## config.mk

```make
export PLATFORM = sky130hd
export DESIGN_NAME = vic_ctrl
export DESIGN_NICKNAME = d
export VERILOG_FILES = /design/src/design/vic_pkg.sv /design/src/design/vic_ctrl.sv /design/src/design/vic_prio_enc.sv
export SDC_FILE = /design/constraint.sdc
export NUM_CORES = 1
export LEC_CHECK = 0
export BUFFER_PORTS_ARGS = -buffer_cell sky130_fd_sc_hd__buf_4
export CORE_MARGIN = 1.5
export CORE_UTILIZATION = 35
export CTS_BUF_LIST = sky130_fd_sc_hd__clkbuf_8
export CTS_CLUSTER_SIZE = 28
export DETAILED_ROUTE_END_ITERATION = 12
export SLEW_MARGIN = 20
export SYNTH_ARGS = -nofsm -noshare
export SYNTH_HDL_FRONTEND = slang
export SYNTH_SLANG_ARGS = --single-unit
```

## constraint.sdc

```tcl
create_clock -name CLK_I -period 1.8 [get_ports CLK_I]
set_clock_uncertainty 0.05 [all_clocks]
set_input_delay 0.09 -clock CLK_I [delete_from_list [all_inputs] [get_ports CLK_I]]
set_output_delay 0.09 -clock CLK_I [all_outputs]
set_load 0.1 [all_outputs]
```

## src/design/vic_pkg.sv

```systemverilog
// Package of constants and types for the vectored interrupt controller.
package vic_pkg;
  // ****************************************
  // Address map and field layout
  // ****************************************
  localparam logic [9:0] ADDR_CTRL_WORD0 = 10'h000;
  localparam logic [9:0] ADDR_CTRL_WORD1 = 10'h001;
  localparam logic [9:0] ADDR_CTRL_WORD2 = 10'h002;
  localparam logic [9:0] ADDR_CTRL_WORD3 = 10'h003;
  localparam logic [9:0] ADDR_PIN_FUNC   = 10'h004;
  // Control word 0 fields.
  localparam int BIT_GIE    = 0;
  localparam int BIT_SPRST  = 1;
  localparam int BIT_EXT0_F = 2;
  localparam int BIT_EXT0_M = 3;
  // Control word 1 fields.
  localparam int BIT_EXT1_F = 0;
  localparam int BIT_EXT1_M = 1;
  localparam int BIT_TMA_F  = 2;
  localparam int BIT_TMA_M  = 3;
  // Control words 2 and 3 fields.
  localparam int BIT_LOW_F  = 0;
  localparam int BIT_LOW_M  = 1;
  // Pin function select fields.
  localparam int BIT_SO_SEL   = 0;
  localparam int BIT_SI_SEL   = 1;
  localparam int BIT_EXT0_SEL = 2;
  localparam int BIT_EXT1_SEL = 3;
  // ****************************************
  // Reset values and vectors
  // ****************************************
  localparam int          NUM_SRC         = 5;
  localparam logic [4:0]  FLAG_RST        = 5'h00;
  localparam logic [4:0]  MASK_RST        = 5'h1f;
  localparam logic        GIE_RST         = 1'h0;
  localparam logic [3:0]  PIN_FUNC_RST    = 4'h0;
  localparam logic [13:0] VEC_RESET       = 14'h0000;
  localparam logic [13:0] VEC_EXT0        = 14'h0002;
  localparam logic [13:0] VEC_EXT1        = 14'h0004;
  localparam logic [13:0] VEC_TMA         = 14'h0006;
  localparam logic [13:0] VEC_TMB         = 14'h0008;
  localparam logic [13:0] VEC_SERIAL      = 14'h000c;
  localparam int          ENTRY_CYCLES    = 3;
  // ****************************************
  // Types
  // ****************************************
  typedef enum logic [2:0] {
    BOP_NONE, BOP_SET, BOP_CLR, BOP_TEST, BOP_WRITE
  } vic_bop_e;
  typedef struct packed {
    vic_bop_e   op;
    logic [9:0] addr;
    logic [1:0] bit_sel;
    logic [3:0] wdata;
  } vic_bus_s;
  typedef enum logic [1:0] {ST_IDLE, ST_CYC1, ST_CYC2, ST_CYC3} vic_state_e;
endpackage : vic_pkg

```

## src/design/vic_ctrl.sv

```systemverilog
// Vectored interrupt controller with control bits, pin select and entry sequencer.
`timescale 1ns/1ps
`default_nettype none
module vic_ctrl
  import vic_pkg::*;
(
  input  wire logic        CLK_I,
  input  wire logic        RST_I,
  input  wire vic_bus_s    BUS_I,
  output logic             TEST_BIT_O,
  output logic             TEST_VALID_O,
  input  wire logic        RETI_I,
  input  wire logic        INSTR_DONE_I,
  input  wire logic        EXT0_PIN_I,
  input  wire logic        EXT1_PIN_I,
  input  wire logic        TMA_EVENT_I,
  input  wire logic        TMB_EVENT_I,
  input  wire logic        SER_EVENT_I,
  output logic             IRQ_TAKE_O,
  output logic             PUSH_O,
  output logic             JUMP_O,
  output logic [13:0]      VECTOR_O,
  output logic             SP_RESET_O,
  output logic [3:0]       PIN_FUNC_O,
  output logic             GIE_O
);
  // ****************************************
  // State
  // ****************************************
  logic [NUM_SRC-1:0] flag_r;
  logic [NUM_SRC-1:0] mask_r;
  logic               gie_r;
  logic [3:0]         pin_func_r;
  logic               ext0_pin_d_r;
  logic               ext1_pin_d_r;
  logic [13:0]        vector_r;
  logic               test_bit_r;
  logic               test_valid_r;
  logic               sp_reset_r;
  vic_state_e         state_r;
  logic [NUM_SRC-1:0] pend;
  logic [NUM_SRC-1:0] hw_set;
  logic [NUM_SRC-1:0] sw_clr;
  logic [NUM_SRC-1:0] sw_mset;
  logic [NUM_SRC-1:0] sw_mclr;
  logic               any_pend;
  logic [13:0]        enc_vec;
  logic               ext0_fall;
  logic               ext1_fall;

  // Maps a word and bit to one-hot flag and mask selects plus enable and stack-reset select bits.
  function automatic logic [NUM_SRC*2+1:0] decode_bit(input logic [9:0] a, input logic [1:0] b);
    logic [NUM_SRC-1:0] f;
    logic [NUM_SRC-1:0] m;
    logic               gie;
    logic               sp;
    f = '0;
    m = '0;
    gie = 1'b0;
    sp = 1'b0;
    unique case (a)
      ADDR_CTRL_WORD0: begin
        gie = (b == 2'(BIT_GIE));
        sp = (b == 2'(BIT_SPRST));
        f[0] = (b == 2'(BIT_EXT0_F));
        m[0] = (b == 2'(BIT_EXT0_M));
      end
      ADDR_CTRL_WORD1: begin
        f[1] = (b == 2'(BIT_EXT1_F));
        m[1] = (b == 2'(BIT_EXT1_M));
        f[2] = (b == 2'(BIT_TMA_F));
        m[2] = (b == 2'(BIT_TMA_M));
      end
      ADDR_CTRL_WORD2: begin
        f[3] = (b == 2'(BIT_LOW_F));
        m[3] = (b == 2'(BIT_LOW_M));
      end
      ADDR_CTRL_WORD3: begin
        f[4] = (b == 2'(BIT_LOW_F));
        m[4] = (b == 2'(BIT_LOW_M));
      end
      default: ;
    endcase
    return {sp, gie, m, f};
  endfunction : decode_bit

  // ****************************************
  // Decode of bit operations
  // ****************************************
  logic [NUM_SRC*2+1:0] dec;
  assign dec = decode_bit(BUS_I.addr, BUS_I.bit_sel);
  // Software may clear a flag but never set one.
  assign sw_clr  = (BUS_I.op == BOP_CLR) ? dec[NUM_SRC-1:0] : '0;
  assign sw_mset = (BUS_I.op == BOP_SET) ? dec[2*NUM_SRC-1:NUM_SRC] : '0;
  assign sw_mclr = (BUS_I.op == BOP_CLR) ? dec[2*NUM_SRC-1:NUM_SRC] : '0;

  // Falling edges on routed pins and peripheral pulses set the flags.
  assign ext0_fall = pin_func_r[BIT_EXT0_SEL] & ext0_pin_d_r & ~EXT0_PIN_I;
  assign ext1_fall = pin_func_r[BIT_EXT1_SEL] & ext1_pin_d_r & ~EXT1_PIN_I;
  assign hw_set = {SER_EVENT_I, TMB_EVENT_I, TMA_EVENT_I, ext1_fall, ext0_fall};
  assign pend = flag_r & ~mask_r;

  vic_prio_enc u_enc (
    .PEND_I (pend),
    .ANY_O  (any_pend),
    .VEC_O  (enc_vec)
  );

  // ****************************************
  // Pin edge history
  // ****************************************
  always_ff @(posedge CLK_I) begin
    if (RST_I) begin
      ext0_pin_d_r <= 1'b1;
      ext1_pin_d_r <= 1'b1;
    end else begin
      ext0_pin_d_r <= EXT0_PIN_I;
      ext1_pin_d_r <= EXT1_PIN_I;
    end
  end

  // Request flags: a hardware set wins over a software clear in the same cycle.
  always_ff @(posedge CLK_I) begin
    if (RST_I) begin
      flag_r <= FLAG_RST;
    end else begin
      flag_r <= (flag_r & ~sw_clr) | hw_set;
    end
  end

  // Masks follow set and clear bit operations.
  always_ff @(posedge CLK_I) begin
    if (RST_I) begin
      mask_r <= MASK_RST;
    end else begin
      mask_r <= (mask_r | sw_mset) & ~sw_mclr;
    end
  end

  // Pin function select is written as a whole word only.
  always_ff @(posedge CLK_I) begin
    if (RST_I) begin
      pin_func_r <= PIN_FUNC_RST;
    end else if (BUS_I.op == BOP_WRITE && BUS_I.addr == ADDR_PIN_FUNC) begin
      pin_func_r <= BUS_I.wdata;
    end
  end

  // Stack reset pulses when its bit is cleared.
  always_ff @(posedge CLK_I) begin
    if (RST_I) begin
      sp_reset_r <= 1'b0;
    end else begin
      sp_reset_r <= (BUS_I.op == BOP_CLR) & dec[2*NUM_SRC+1];
    end
  end

  // ****************************************
  // Bit test read path
  // ****************************************
  always_ff @(posedge CLK_I) begin
    if (RST_I) begin
      test_bit_r   <= 1'b0;
      test_valid_r <= 1'b0;
    end else if (BUS_I.op == BOP_TEST) begin
      test_bit_r   <= |(dec[NUM_SRC-1:0] & flag_r) | |(dec[2*NUM_SRC-1:NUM_SRC] & mask_r)
                      | (dec[2*NUM_SRC] & gie_r);
      test_valid_r <= |dec[2*NUM_SRC:0];
    end else begin
      test_valid_r <= 1'b0;
    end
  end

  // ****************************************
  // Entry sequencer
  // ****************************************
  always_ff @(posedge CLK_I) begin
    if (RST_I) begin
      state_r  <= ST_IDLE;
      vector_r <= VEC_RESET;
    end else begin
      unique case (state_r)
        ST_IDLE: if (gie_r && any_pend) begin
          state_r  <= ST_CYC1;
          vector_r <= enc_vec;
        end
        ST_CYC1: if (INSTR_DONE_I) state_r <= ST_CYC2;
        ST_CYC2: state_r <= ST_CYC3;
        ST_CYC3: state_r <= ST_IDLE;
      endcase
    end
  end

  // Global enable: cleared in cycle two, set by return; bit ops also reach it.
  always_ff @(posedge CLK_I) begin
    if (RST_I) begin
      gie_r <= GIE_RST;
    end else if (state_r == ST_CYC2) begin
      gie_r <= 1'b0;
    end else if (RETI_I || (BUS_I.op == BOP_SET && dec[2*NUM_SRC])) begin
      gie_r <= 1'b1;
    end else if (BUS_I.op == BOP_CLR && dec[2*NUM_SRC]) begin
      gie_r <= 1'b0;
    end
  end

  assign IRQ_TAKE_O   = (state_r == ST_CYC1);
  assign PUSH_O       = (state_r == ST_CYC2) || (state_r == ST_CYC3);
  assign JUMP_O       = (state_r == ST_CYC3);
  assign VECTOR_O     = vector_r;
  assign SP_RESET_O   = sp_reset_r;
  assign PIN_FUNC_O   = pin_func_r;
  assign GIE_O        = gie_r;
  assign TEST_BIT_O   = test_bit_r;
  assign TEST_VALID_O = test_valid_r;

  // ****************************************
  // Assertions
  // ****************************************
  a_gie_cleared_entry: assert property (@(posedge CLK_I) disable iff (RST_I)
    state_r == ST_CYC2 |=> !gie_r) else $error("Enable not cleared on entry.");
  a_entry_push_jump: assert property (@(posedge CLK_I) disable iff (RST_I)
    $rose(IRQ_TAKE_O) && INSTR_DONE_I |=> PUSH_O ##1 (PUSH_O && JUMP_O) ##1 !PUSH_O)
    else $error("Entry sequence wrong.");
  a_take_needs_gie: assert property (@(posedge CLK_I) disable iff (RST_I)
    $rose(IRQ_TAKE_O) |-> $past(gie_r) && $past(any_pend)) else $error("Taken while disabled.");
  a_no_sw_flag_set: assert property (@(posedge CLK_I) disable iff (RST_I)
    hw_set == '0 |=> (flag_r & ~$past(flag_r)) == '0) else $error("Flag set without event.");
  a_ext0_vector: assert property (@(posedge CLK_I) disable iff (RST_I)
    state_r == ST_IDLE && gie_r && pend[0] |=> vector_r == VEC_EXT0) else $error("Wrong top vector.");
  a_serial_vector: assert property (@(posedge CLK_I) disable iff (RST_I)
    state_r == ST_IDLE && gie_r && pend == 5'h10 |=> vector_r == VEC_SERIAL) else $error("Bad serial vector.");
  a_ext0_edge_sets: assert property (@(posedge CLK_I) disable iff (RST_I)
    ext0_fall |=> flag_r[0]) else $error("Edge lost.");
  a_ext_pin_gated: assert property (@(posedge CLK_I) disable iff (RST_I)
    !pin_func_r[BIT_EXT1_SEL] && !TMB_EVENT_I && !flag_r[1] |=> !flag_r[1]) else $error("Unrouted pin set flag.");
  // Checked on the cycle after a reset edge, so the unset state before the first edge is never judged.
  a_reset_masks: assert property (@(posedge CLK_I) RST_I |=> mask_r == MASK_RST && flag_r == FLAG_RST
    && gie_r == GIE_RST && pin_func_r == PIN_FUNC_RST) else $error("Reset values wrong.");
  c_entry_done: cover property (@(posedge CLK_I) disable iff (RST_I) JUMP_O);
  c_reti: cover property (@(posedge CLK_I) disable iff (RST_I) RETI_I && !gie_r);
  c_two_pending: cover property (@(posedge CLK_I) disable iff (RST_I) pend[0] && pend[4] && gie_r);
endmodule : vic_ctrl
`default_nettype wire

```

## src/design/vic_prio_enc.sv

```systemverilog
// Fixed priority encoder that turns pending requests into a vector.
`timescale 1ns/1ps
`default_nettype none
module vic_prio_enc
  import vic_pkg::*;
(
  input  wire logic [NUM_SRC-1:0] PEND_I,
  output logic                    ANY_O,
  output logic [13:0]             VEC_O
);
  // ****************************************
  // Priority selection
  // ****************************************
  // Lowest index wins, so a later source is only chosen when all earlier are idle.
  always_comb begin
    ANY_O = |PEND_I;
    VEC_O = VEC_RESET;
    if (PEND_I[0]) begin
      VEC_O = VEC_EXT0;
    end else if (PEND_I[1]) begin
      VEC_O = VEC_EXT1;
    end else if (PEND_I[2]) begin
      VEC_O = VEC_TMA;
    end else if (PEND_I[3]) begin
      VEC_O = VEC_TMB;
    end else if (PEND_I[4]) begin
      VEC_O = VEC_SERIAL;
    end
  end
endmodule : vic_prio_enc
`default_nettype wire

```

* Word level (Yosys, flattened, before mapping)
Index checks and enable logic that the tools add are counted.
** Storage, ports and cells
- Register bits :: 36
- Output and inout port bits :: 25
- Input port bits :: 28
- Logic and storage cells :: 89
** Operators by class
- Reductions and logical operators :: 18
- Eq/ne operators :: 16
- Bitwise gates (word level) :: 21
- Muxes and demuxes :: 23
** Operators with widths (number)
- $mux W14 :: 4
- $and A5 B5 Y5 :: 5
- $eq A10 B2 Y1 const B :: 2
- $mux W5 :: 3
- $not A5 Y5 :: 3
- $reduce_or A5 Y1 :: 3
- $reduce_or A11 Y1 :: 1
- $eq A10 B1 Y1 const B :: 1
- $eq A10 B3 Y1 const B :: 1
- $logic_not A10 Y1 :: 1
- $mux W1 :: 10
- $or A5 B5 Y5 :: 2
- $eq A2 B2 Y1 const B :: 4
- $mux W2 :: 4
- $pmux W2 S4 :: 1
- $and A1 B1 Y1 :: 6
- $eq A3 B2 Y1 const B :: 2
- $eq A2 B1 Y1 const B :: 2
- $logic_and A1 B1 Y1 :: 4
- $logic_not A2 Y1 :: 2
- $mux W4 :: 1
- $ne A2 B2 Y1 const B :: 2
- $reduce_and A2 Y1 :: 2
- $reduce_or A2 Y1 :: 2
- other kinds (6) :: 10

* Longest topological paths before layout
Gate-level depths: netlist of run 1.
- Depth after elaboration :: 7
- Mapped depth :: 7
- Mapped depth without buffers :: 7

* By module
A second synthesis of run 1 with hierarchy kept.
** Unflattened totals
- Cell total of the unflattened synthesis :: 228
- Area total of the unflattened synthesis :: 1879.3 sq um
** Modules (own cells, without submodules)
- vic_ctrl :: instances 1, area an instance 1741.7 sq um, cells an instance 207, sequential area each 720.7 sq um
- vic_prio_enc :: instances 1, area an instance 137.6 sq um, cells an instance 21, sequential area each 0.0 sq um

* Worst setup path before layout of run 1
Ideal clock, no wire load.
- Path kind :: reg-to-reg
- Start point :: reg state_r[1]
- End point :: reg state_r[1]
- Data required time :: 1622 ps
- Setup time :: 128 ps
- Buffers on the path :: 0
- Stages on the path, launching flop included :: 8
- Arrival time :: 1796 ps
- Period minus slack after synthesis :: 1974 ps
- Setup slack :: -174 ps
- Cell sequence :: dfxtp_1 -> inv_1 -> ha_1 -> inv_1 -> o22ai_1 -> a31o_2 -> mux2i_1 -> nor2_1
** On the way
- Word-level cells in the longest chain between the ends :: 3
- Elaborated cells on any way between the ends :: 8
- Those cells by class :: eq/ne: 5; mux: 1; reduce/logical: 2
** RTL lines
- from (decl) :: RTL line vic_ctrl.sv:40 : vic_state_e state_r;
- from (signal assigned) :: RTL line vic_ctrl.sv:179 : state_r <= ST_IDLE;
- from (signal assigned) :: RTL line vic_ctrl.sv:184 : state_r <= ST_CYC1;
- from (signal assigned) :: RTL line vic_ctrl.sv:187 : ST_CYC1: if (INSTR_DONE_I) state_r <= ST_CYC2;
- $eq A2 B1 Y1 *
- named net IRQ_TAKE_O :: RTL line vic_ctrl.sv:19 : output logic IRQ_TAKE_O,
- $ne A2 B2 Y1 (no source line)
- $reduce_and A2 Y1 (no source line)
The timed path passes the listed nets; every way through them passes the cells marked *.
A chain may end at the register's enable or synchronous reset.

* Worst setup path in the final report of run 1
- Start point :: reg state_r[0]
- End point :: out PUSH_O
** On the way
- Word-level cells in the longest chain between the ends :: 2
- Elaborated cells on any way between the ends :: 3
- Those cells by class :: eq/ne: 2; reduce/logical: 1
** RTL lines
- $eq A2 B2 Y1 :: RTL line vic_ctrl.sv:208 : assign PUSH_O = (state_r == ST_CYC2) || (state_r == ST_CYC3);
- $logic_or A1 B1 Y1 * :: RTL line vic_ctrl.sv:208
- to (decl) :: RTL line vic_ctrl.sv:20 : output logic PUSH_O,
Mark *: on every way between the ends. The rest lies on a longest branch, timed or not.

==> results of run 1 <==
sequential cells by signal, summed over array words and instances (netlist names):
register      cells
ext1_pin_d_r      1
TEST_BIT_O        1
flag_r            5
state_r           2
SP_RESET_O        1
ext0_pin_d_r      1
PIN_FUNC_O        4
GIE_O             1
mask_r            5
TEST_VALID_O      1
VECTOR_O          3
placed cells by master, fill, tap and decap left out, drive strengths merged, types with 2 or more instances in the layout:
cell type,Yosys,final
buf,15,43
dfxtp,25,25
nor2,18,18
conb,1,11
inv,9,9
o21ai,9,9
nand2,8,8
mux2i,8,8
a21oi,7,7
nand3,7,7
nor2b,7,7
ha,5,5
nand4,4,4
nand3b,4,4
a211oi,4,4
or2,3,3
o32a,3,3
clkbuf,3,3
nor3,3,3
or3,2,2
nor3b,2,2
mux2,2,2
a31oi,2,2
nand2b,2,2
o22ai,2,2
dlygate4sd3,0,2
and3,2,2
how the worst min path moves through the flow:
stage | to | slack (ps) | cells after the start
after floorplan | ext1_pin_d_r | 150 | 1
final | flag_r[3] | -0.8 | 3
after CTS | flag_r[3] | 2 | 3
after global routing | flag_r[4] | 10 | 3
after global placement | ext1_pin_d_r | 240 | 2
after detailed placement | ext1_pin_d_r | 250 | 2
report_power, final:
part,switching (W),internal [W]
logic,0.000175,0.0000686
clock network,0.000184,0.000155
registers,0.00000728,0.000563
total,0.000367,0.000786
cell type report:
type / count / area share [%]
clock buffers: 3 / 2.34
clock inverters: 1 / 0.284
inverters: 9 / 1.92
multi-input cells: 123 / 44.1
flip-flops and latches: 25 / 28.5
well taps: 48 / 3.41
repair buffers: 45 / 19.4
layer usage:
metal,GRT usage (%),share of wire (%),vias to the layer above
li1,-,-,639
met1,20.4,44,591
met2,27.8,49,46
met3,2.73,5.9,2
met4,4.59,0.70,0
met5,0,0,-
worst max-delay path, delay by kind of cell, from the launching register on:
| family | cells | cell delay, ps |
|---|---|---|
| AND/OR/NAND/NOR | 1 | 300 |
| buffers and inverters | 2 | 340 |
| flip-flops | 1 | 390 |
| adder cells (fa/ha/maj) | 1 | 240 |
synthesized netlist by cell type:
library cell	instances
a22oi_1	1
conb_1	1
o32a_1	3
mux2_2	2
or2_2	3
clkbuf_1	3
nor2_1	18
ha_1	5
dfxtp_1	25
a41oi_1	1
nor3_4	1
nand2b_1	2
a31oi_1	2
inv_1	9
or4b_2	1
nand2_1	8
nand3b_1	4
nor2b_1	7
o21ai_0	9
nor3b_1	2
nand3_1	7
and3_1	1
a211oi_1	4
nor3_1	2
o22ai_1	2
buf_4	13
or4_4	1
and3_2	1
and2_4	1
nand4_1	4
mux2i_1	8
o211ai_1	1
a31o_2	1
or3_1	2
buf_6	2
a21oi_1	7
a311oi_1	1
through the flow:
step | instance area, um^2 | total power [W] | hold slack, ps | std cells
final | 1760 | 0.00115 | -0.840 | 254
after global routing | 1760 | 0.00120 | 13.8 | 254
after CTS | 1760 | 0.00116 | 2.11 | 254
after detailed placement | 1700 | 0.000822 | 246 | 248
after global placement | 1700 | 0.000820 | 237 | 248
after floorplan | 1450 | 0.000778 | 147 | 175
what timing repair did:
action / in CTS / in global routing
hold buffers: 2 / 0
endpoints found under the hold margin: 2 / 0
resized for setup: 0 / 0
logic make-up after synthesis:
kind of cell / after synthesis / share of synthesized area [%]
adder cells (fa/ha/maj): 5 / 4.46
buffers and inverters: 27 / 11.8
AND/OR/NAND/NOR: 65 / 25.7
flip-flops: 25 / 35.7
multiplexers: 10 / 7.32
AO/OA/AOI/OAI: 32 / 14.7
other: 1 / 0.268
==> flow_summary.yaml, run 1 <==
layout:
  drive_gt1_share_pct: 29.6
  num-fill-cells: 403
  final_nets: 240
  regArea_um2: 502
  fin_util_pct: 47.1
  multiInputGateArea_um2: 778
  area_growth_pct: 25.8
  num_antenna_cells: 0
floorplanning:
  rows: 22
  initial_utilization_pct: 37.4
  num_io_pins: 53
  die_h_um: 66.3
  dieArea_mm2: 0.00439
  die_w_um: 66.3
  core_area_mm2: 0.00374
sta:
  rsz0062_at_grt: "false"
  setup_viol: 0
  final-hold-violation-count: 2
  post-route-min-period_ps: 1680
  min_period_over_period_pct: 93.4
  slew_viol_final: 0
  slew_headroom_pct: 62.4
  max_freq_mhz: 595
  worstMarginPinSlew_ps: 562
  finalWorstSetupSlack_ps: 118
  setup_tns_ps: 0
  finalHoldWorstSlack_ps: -0.840
place:
  dp_slack_ps: 88.5
  io_buffers: 41
  dpl.hpwl_um: 2500
  globalplace.congestion: 0.933
critical_path:
  worstPathMaxFanout: 4
  critPathLaunch: "state_r[0]"
  cp_cell_sequence: "inv_1, ha_1, or2_2, buf_4"
  worst_setup_path_end_kind: "primary output"
  rrSetupSlack_ps: 160
  endpoint: "PUSH_O"
  r2r-start: "flag_r[2]"
  critPathLaunchType: "register"
  cp.required_ps: 1660
  r2r_end: "TEST_BIT_O"
  arrival_ps: 1540
  critPathMaxStageDelay_ps: 390
  crit_type: "reg -> out"
  reg2regPathDepth: 5
  critPathSlowestCell: "dfxtp_1"
detailed_routing:
  ant_nets: 0
  via_per_inst: 5.03
  vias: 1278
  drc_errors: 0
  drt_pre_antenna_iters: 4
  wl_um: 3280
  wl_per_cell_um: 12.9
  initialDrtViolationCount: 43
synth:
  seq_area_frac_synth_pct: 35.7
  ys_ff_latch: 25
  synthTopCellsByArea: "dfxtp_1 (36%), buf_4 (7.0%), mux2i_1 (5.7%)"
  syn_avg_cell_area_um2: 8.49
  yosysTopAreaCell: "dfxtp_1"
  synthesis.instances: 165
  yosysTopAreaCellShare_pct: 35.7
  yosysWarnings: 0
  yosysUniqueCellTypes: 37
  syn_area_mm2: 0.00140
clock_network:
  cts_max_level: 1
  numCtsBuffers: 3
  clockBufferDepth: 2
  clk_root_buffer_cell: "clkbuf_8"
  cts_setup_buffers: 0
  clock_sinks: 25
  clkTransAtPathRegs_ps: 90
  clk_latency_ps: 270
  cts_tree: "yes"
global_route:
  grt_antenna_before_repair: 0
  grt_pass1_wl_um: 5490
  grt-ovfl-total: 0
  grt_max_degree: 25
  grt_pass1_vias: 1211
  grt_usage_pct: 16.1
pwr:
  ir_drop_mv: 0.255
  p_leak_nw: 0.768
  power.density_mw_per_mm2: 654
min_path:
  min_path_type: "in -> reg"
  min-delay-start: "TMB_EVENT_I"
outcome:
  violations: "negative hold slack"
  status: "complete, but fails checks"
run:
  drv_cap: 0
(Power assumes the default switching activity.)
==> run 2, diff against run 1 <==
--- a/config.mk
+++ b/config.mk
@@ -11,6 +11,7 @@
 export CTS_BUF_LIST = sky130_fd_sc_hd__clkbuf_8
 export CTS_CLUSTER_SIZE = 28
 export DETAILED_ROUTE_END_ITERATION = 12
+export GPL_TIMING_DRIVEN = 0
 export SLEW_MARGIN = 20
 export SYNTH_ARGS = -nofsm -noshare
 export SYNTH_HDL_FRONTEND = slang
==> run 2 against run 1 <==
  * The run now ends clean
  * Hold slack gained 29 ps
  * Core utilization grew 4.0 points
  * Sequential power is essentially flat
  * Via count grew 4.6%
  * First-iteration DRC count shrank 26%
  * Clock power grew 2%
  * Critical path depth is the same
  * Critical endpoint unchanged
  * Count of clock-buffer cells in the layout is the same
  * Combinational power grew 12%
  * Highest routed layer unchanged
  * Total power grew 3.2%
  * Die area is the same
  * Final cell count grew 7.1%
==> flow_summary.yaml, run 2 (synthesized netlist as in run 1, its figures left out) <==
global_route:
  grt_antenna_before_repair: 0
  grt_usage_pct: 15.0
  grt_pass1_wl_um: 5160
  grt_max_degree: 17
  grt_pass1_vias: 1195
  grt-ovfl-total: 0
critical_path:
  path_delay_family: "flip-flops"
  worstPathMaxFanout: 4
  crit_type: "reg -> out"
  critPathLaunchType: "register"
  r2r-start: "flag_r[2]"
  cp.required_ps: 1660
  arrival_ps: 1510
  worst_setup_path_end_kind: "primary output"
  path_buf_inv: 2
  reg2regPathDepth: 5
  rrSetupSlack_ps: 180
  r2r_end: "TEST_BIT_O"
  critPathSlowestCell: "dfxtp_1"
  cp_cell_sequence: "inv_1, ha_1, or2_2, buf_4"
  critPathMaxStageDelay_ps: 390
detailed_routing:
  vias: 1337
  via_per_inst: 4.92
  wl_um: 3190
  drt_pre_antenna_iters: 4
  initialDrtViolationCount: 32
  drc_errors: 0
  wl_per_cell_um: 11.7
  ant_nets: 0
pwr:
  p_seq_share_pct: 47.9
  ir_drop_mv: 0.617
  p_int_w: 0.000819
  combPwrFrac_pct: 22.9
  swShare_pct: 31.1
  p_leak_nw: 0.849
  p_total_w: 0.00119
  power.density_mw_per_mm2: 622
  p_sw_w: 0.000370
  clkPwrFrac_pct: 29.2
place:
  dp_cells: 260
  globalplace.congestion: 0.836
  postPlaceCellArea_mm2: 0.00178
  dpl.hpwl_um: 2550
  io_buffers: 37
layout:
  drive_gt1_share_pct: 31.3
  num_antenna_cells: 0
  fin_area_mm2: 0.00191
  layout.cells.most_common_list: "buf_4 (50), dfxtp_1 (24), nor2_1 (18), conb_1 (11)"
  num-fill-cells: 393
  final_cells: 272
  regArea_um2: 502
  layout_commonest_cell: "buf_4"
  area_growth_pct: 36.5
  multiInputGateArea_um2: 778
  final_nets: 258
clock_network:
  clkTransAtPathRegs_ps: 100
  cts_max_level: 1
  clockBufferDepth: 2
  numCtsBuffers: 3
  clk_root_buffer_cell: "clkbuf_8"
  clock_sinks: 25
  ctsResizeCount: 0
  clk_latency_ps: 270
  cts_tree: "yes"
min_path:
  hold_path_depth: 3
  min_path_type: "in -> reg"
  hold_end: "PIN_FUNC_O[0]"
  min-delay-start: "BUS_I[0]"
sta:
  rsz0062_at_grt: "false"
  slew_viol_final: 0
  setup_viol: 0
  max_freq_mhz: 606
  final-hold-violation-count: 0
  min_period_over_period_pct: 91.7
  setup_tns_ps: 0
  post-route-min-period_ps: 1650
floorplanning:
  rows: 22
  num_io_pins: 53
  die_h_um: 66.3
  initial_utilization_pct: 37.4
  die_w_um: 66.3
  core_area_mm2: 0.00374
  dieArea_mm2: 0.00439
run:
  drv_cap: 0
outcome:
  status: "complete, no violations"
==> run 2: changes by cell type in the layout (fill, tap and decap cells not counted), sizes merged <==
cell / delta
buf: +9
dlygate4sd3: +6
clkbuf: +3
clkinv: -1
inv: +1
==> run 2: power by group through the flow <==
stage,registers (W),clock network (W),logic [W]
final,0.000570,0.000347,0.000273
after global routing,0.000572,0.000389,0.000287
after CTS,0.000570,0.000362,0.000269
after detailed placement,0.000583,0,0.000259
after global placement,0.000583,0,0.000256
after floorplan,0.000600,0,0.000178
==> run 2: per-stage QoR <==
stage          setup WS, ps  util, %  hold slack [ps]
6_report                149     51.1             27.8
5_1_grt                61.6     51.1             39.1
4_1_cts                 140     50.6             1.33
3_5_place_dp           12.5     47.6              239
3_3_place_gp           16.5     47.6              237
2_1_floorplan           129        -              147
==> run 2: worst max-delay path by stage <==
stage	startpoint	end	slack, ps	cells after the start
global placement	BUS_I[13]	flag_r[2]	20	6
detailed placement	BUS_I[13]	flag_r[1]	10	6
CTS	state_r[0]	PUSH_O	140	4
finish	state_r[0]	PUSH_O	150	4
global route	state_r[0]	PUSH_O	60	4
floorplan	state_r[1]	state_r[1]	130	7
==> run 2: worst min-delay path, stage by stage <==
cell,delay (ps)
buf_4,80
mux2i_1,60
nor2_1,90
==> run 2: repair_timing <==
action                                 in CTS  in global routing
setup buffers                               0                  0
hold buffers                                6                  2
endpoints found under the hold margin       6                  2
==> run 2: layout make-up <==
type / instances / area share (%)
Buffer: 18 / 6.87
Clock buffer: 3 / 2.16
Clock inverter: 1 / 0.458
Inverter: 9 / 1.77
Multi-Input combinational cell: 123 / 40.7
Sequential cell: 25 / 26.2
Tap cell: 48 / 3.14
Timing Repair Buffer: 45 / 18.7
==> run 2: per-layer routing <==
metal  wire, um  global-route usage, %  vias to the layer above
met5          0                      0                        -
met4         14                   2.30                        0
met3        183                   3.58                        2
met2       1600                   27.1                       41
met1       1390                   18.2                      616
li1           -                      -                      678
==> run 3, diff against run 2 <==
--- a/config.mk
+++ b/config.mk
@@ -12,6 +12,7 @@
 export CTS_CLUSTER_SIZE = 28
 export DETAILED_ROUTE_END_ITERATION = 12
 export GPL_TIMING_DRIVEN = 0
+export HOLD_SLACK_MARGIN = 0.03
 export SLEW_MARGIN = 20
 export SYNTH_ARGS = -nofsm -noshare
 export SYNTH_HDL_FRONTEND = slang
==> run 3 against run 2 <==
  * Die area unchanged
  * Final area increased by 0.52%
  * Core utilization is 0.27 points higher
  * Critical path depth unchanged
  * Flip-flop and latch count did not move
  * First-iteration DRC count stayed put
  * Hold slack improved by 13 ps
  * Global-route usage increased by 0.25 points
  * Final cell count up 0.37%
  * Via count up 0.30%
  * Total power up 0.13%
  * Highest routed layer unchanged
==> flow_summary.yaml, run 3 (synthesized netlist as in run 1, its figures left out) <==
pwr:
  power.density_mw_per_mm2: 619
  p_seq_share_pct: 47.8
  ir_drop_mv: 0.616
  combPwrFrac_pct: 23.1
  p_leak_nw: 0.853
  p_int_w: 0.000821
  clkPwrFrac_pct: 29.1
  p_sw_w: 0.000370
  swShare_pct: 31.1
sta:
  slew_viol_final: 0
  final-hold-violation-count: 0
  post-route-min-period_ps: 1650
  finalHoldWorstSlack_ps: 40.7
  rsz0062_at_grt: "false"
  min_period_over_period_pct: 91.7
  setup_tns_ps: 0
  finalWorstSetupSlack_ps: 149
  setup_viol: 0
  max_freq_mhz: 606
place:
  dpl.hpwl_um: 2550
  dp_slack_ps: 12.5
  io_buffers: 37
  globalplace.congestion: 0.836
floorplanning:
  die_w_um: 66.3
  num_io_pins: 53
  die_h_um: 66.3
  core_area_mm2: 0.00374
  initial_utilization_pct: 37.4
  dieArea_mm2: 0.00439
  rows: 22
layout:
  layout_commonest_cell: "buf_4"
  num_antenna_cells: 0
  drive_gt1_share_pct: 31.1
  layout.cells.most_common_list: "buf_4 (50), dfxtp_1 (24), nor2_1 (18), conb_1 (11)"
  final_nets: 259
  area_growth_pct: 37.2
  fin_util_pct: 51.4
clock_network:
  ctsResizeCount: 0
  clock_sinks: 25
  clk_root_buffer_cell: "clkbuf_8"
  cts_max_level: 1
  clkTransAtPathRegs_ps: 100
  numCtsBuffers: 3
  clk_latency_ps: 270
  clockBufferDepth: 2
  cts_tree: "yes"
  cts_setup_buffers: 0
global_route:
  busiest_layer: "met2"
  grt-ovfl-total: 0
  use_met2_pct: 27.8
  grt_util_met1_pct: 18.3
  grt_usage_pct: 15.3
  grt_pass1_vias: 1207
  grt_max_degree: 17
  use_met3_pct: 3.75
  grt_antenna_before_repair: 0
  grt_pass1_wl_um: 5230
critical_path:
  arrival_ps: 1510
  crit_type: "reg -> out"
  worstPathMaxFanout: 4
  cp.required_ps: 1660
  worst_setup_path_end_kind: "primary output"
  critPathLaunchType: "register"
detailed_routing:
  drc_errors: 0
  ant_nets: 0
  vias: 1341
  wl_um: 3220
  initialDrtViolationCount: 32
  drt_pre_antenna_iters: 4
  via_per_inst: 4.91
  wl_per_cell_um: 11.8
min_path:
  min_path_type: "in -> reg"
run:
  drv_cap: 0
outcome:
  status: "complete, no violations"
## run 3: path summary, 6_finish.rpt
path / from / to / slack, ps / depth (start not counted)
setup / recovery: state_r[0] / PUSH_O / 150 / 4
hold reg to reg: ext0_pin_d_r / flag_r[0] / 410 / 2
setup reg to reg: flag_r[2] / TEST_BIT_O / 190 / 5
hold / removal: RST_I / ext0_pin_d_r / 40 / 2
## run 3: final cells by class
| type | instances | area (um^2) |
|---|---|---|
| tap | 48 | 60.1 |
| sequential | 25 | 502 |
| timing repair buffer | 46 | 368 |
| clock inverter | 1 | 8.76 |
| multi-input combinational | 123 | 778 |
| clock buffer | 3 | 41.3 |
| fill | 391 | 1820 |
| buffer | 18 | 131 |
| inverter | 9 | 33.8 |
## run 3: through the flow
stage          instance area (um^2)  power (W)  cells
5_1_grt                        1920    0.00125    273
4_1_cts                        1920    0.00121    273
3_3_place_gp                   1780   0.000839    260
3_5_place_dp                   1780   0.000842    260
2_1_floorplan                  1450   0.000778    175
6_report                       1920    0.00119    273
## run 3: timing repair
item,CTS,global route
endpoints found under the setup margin,0,0
hold buffers,9,0
hold endpoints to repair,9,0
## run 3: power by group through the flow
stage	sequential, W	combinational, W	clock [W]
after floorplan	0.000600	0.000178	0
after global placement	0.000583	0.000256	0
after detailed placement	0.000583	0.000259	0
after CTS	0.000570	0.000274	0.000362
after global routing	0.000572	0.000289	0.000389
final	0.000570	0.000275	0.000346
## run 3: layer usage
metal	share of wire, %	wire length, um
met2	51	1640
met4	0.43	14
met3	4.9	157
met5	0	0
met1	44	1410
## run 3: critical path, cell delays in order, from the launching register on
cell and delay [ps]:
dfxtp_1 390, inv_1 100, ha_1 230, or2_2 290, buf_4 230
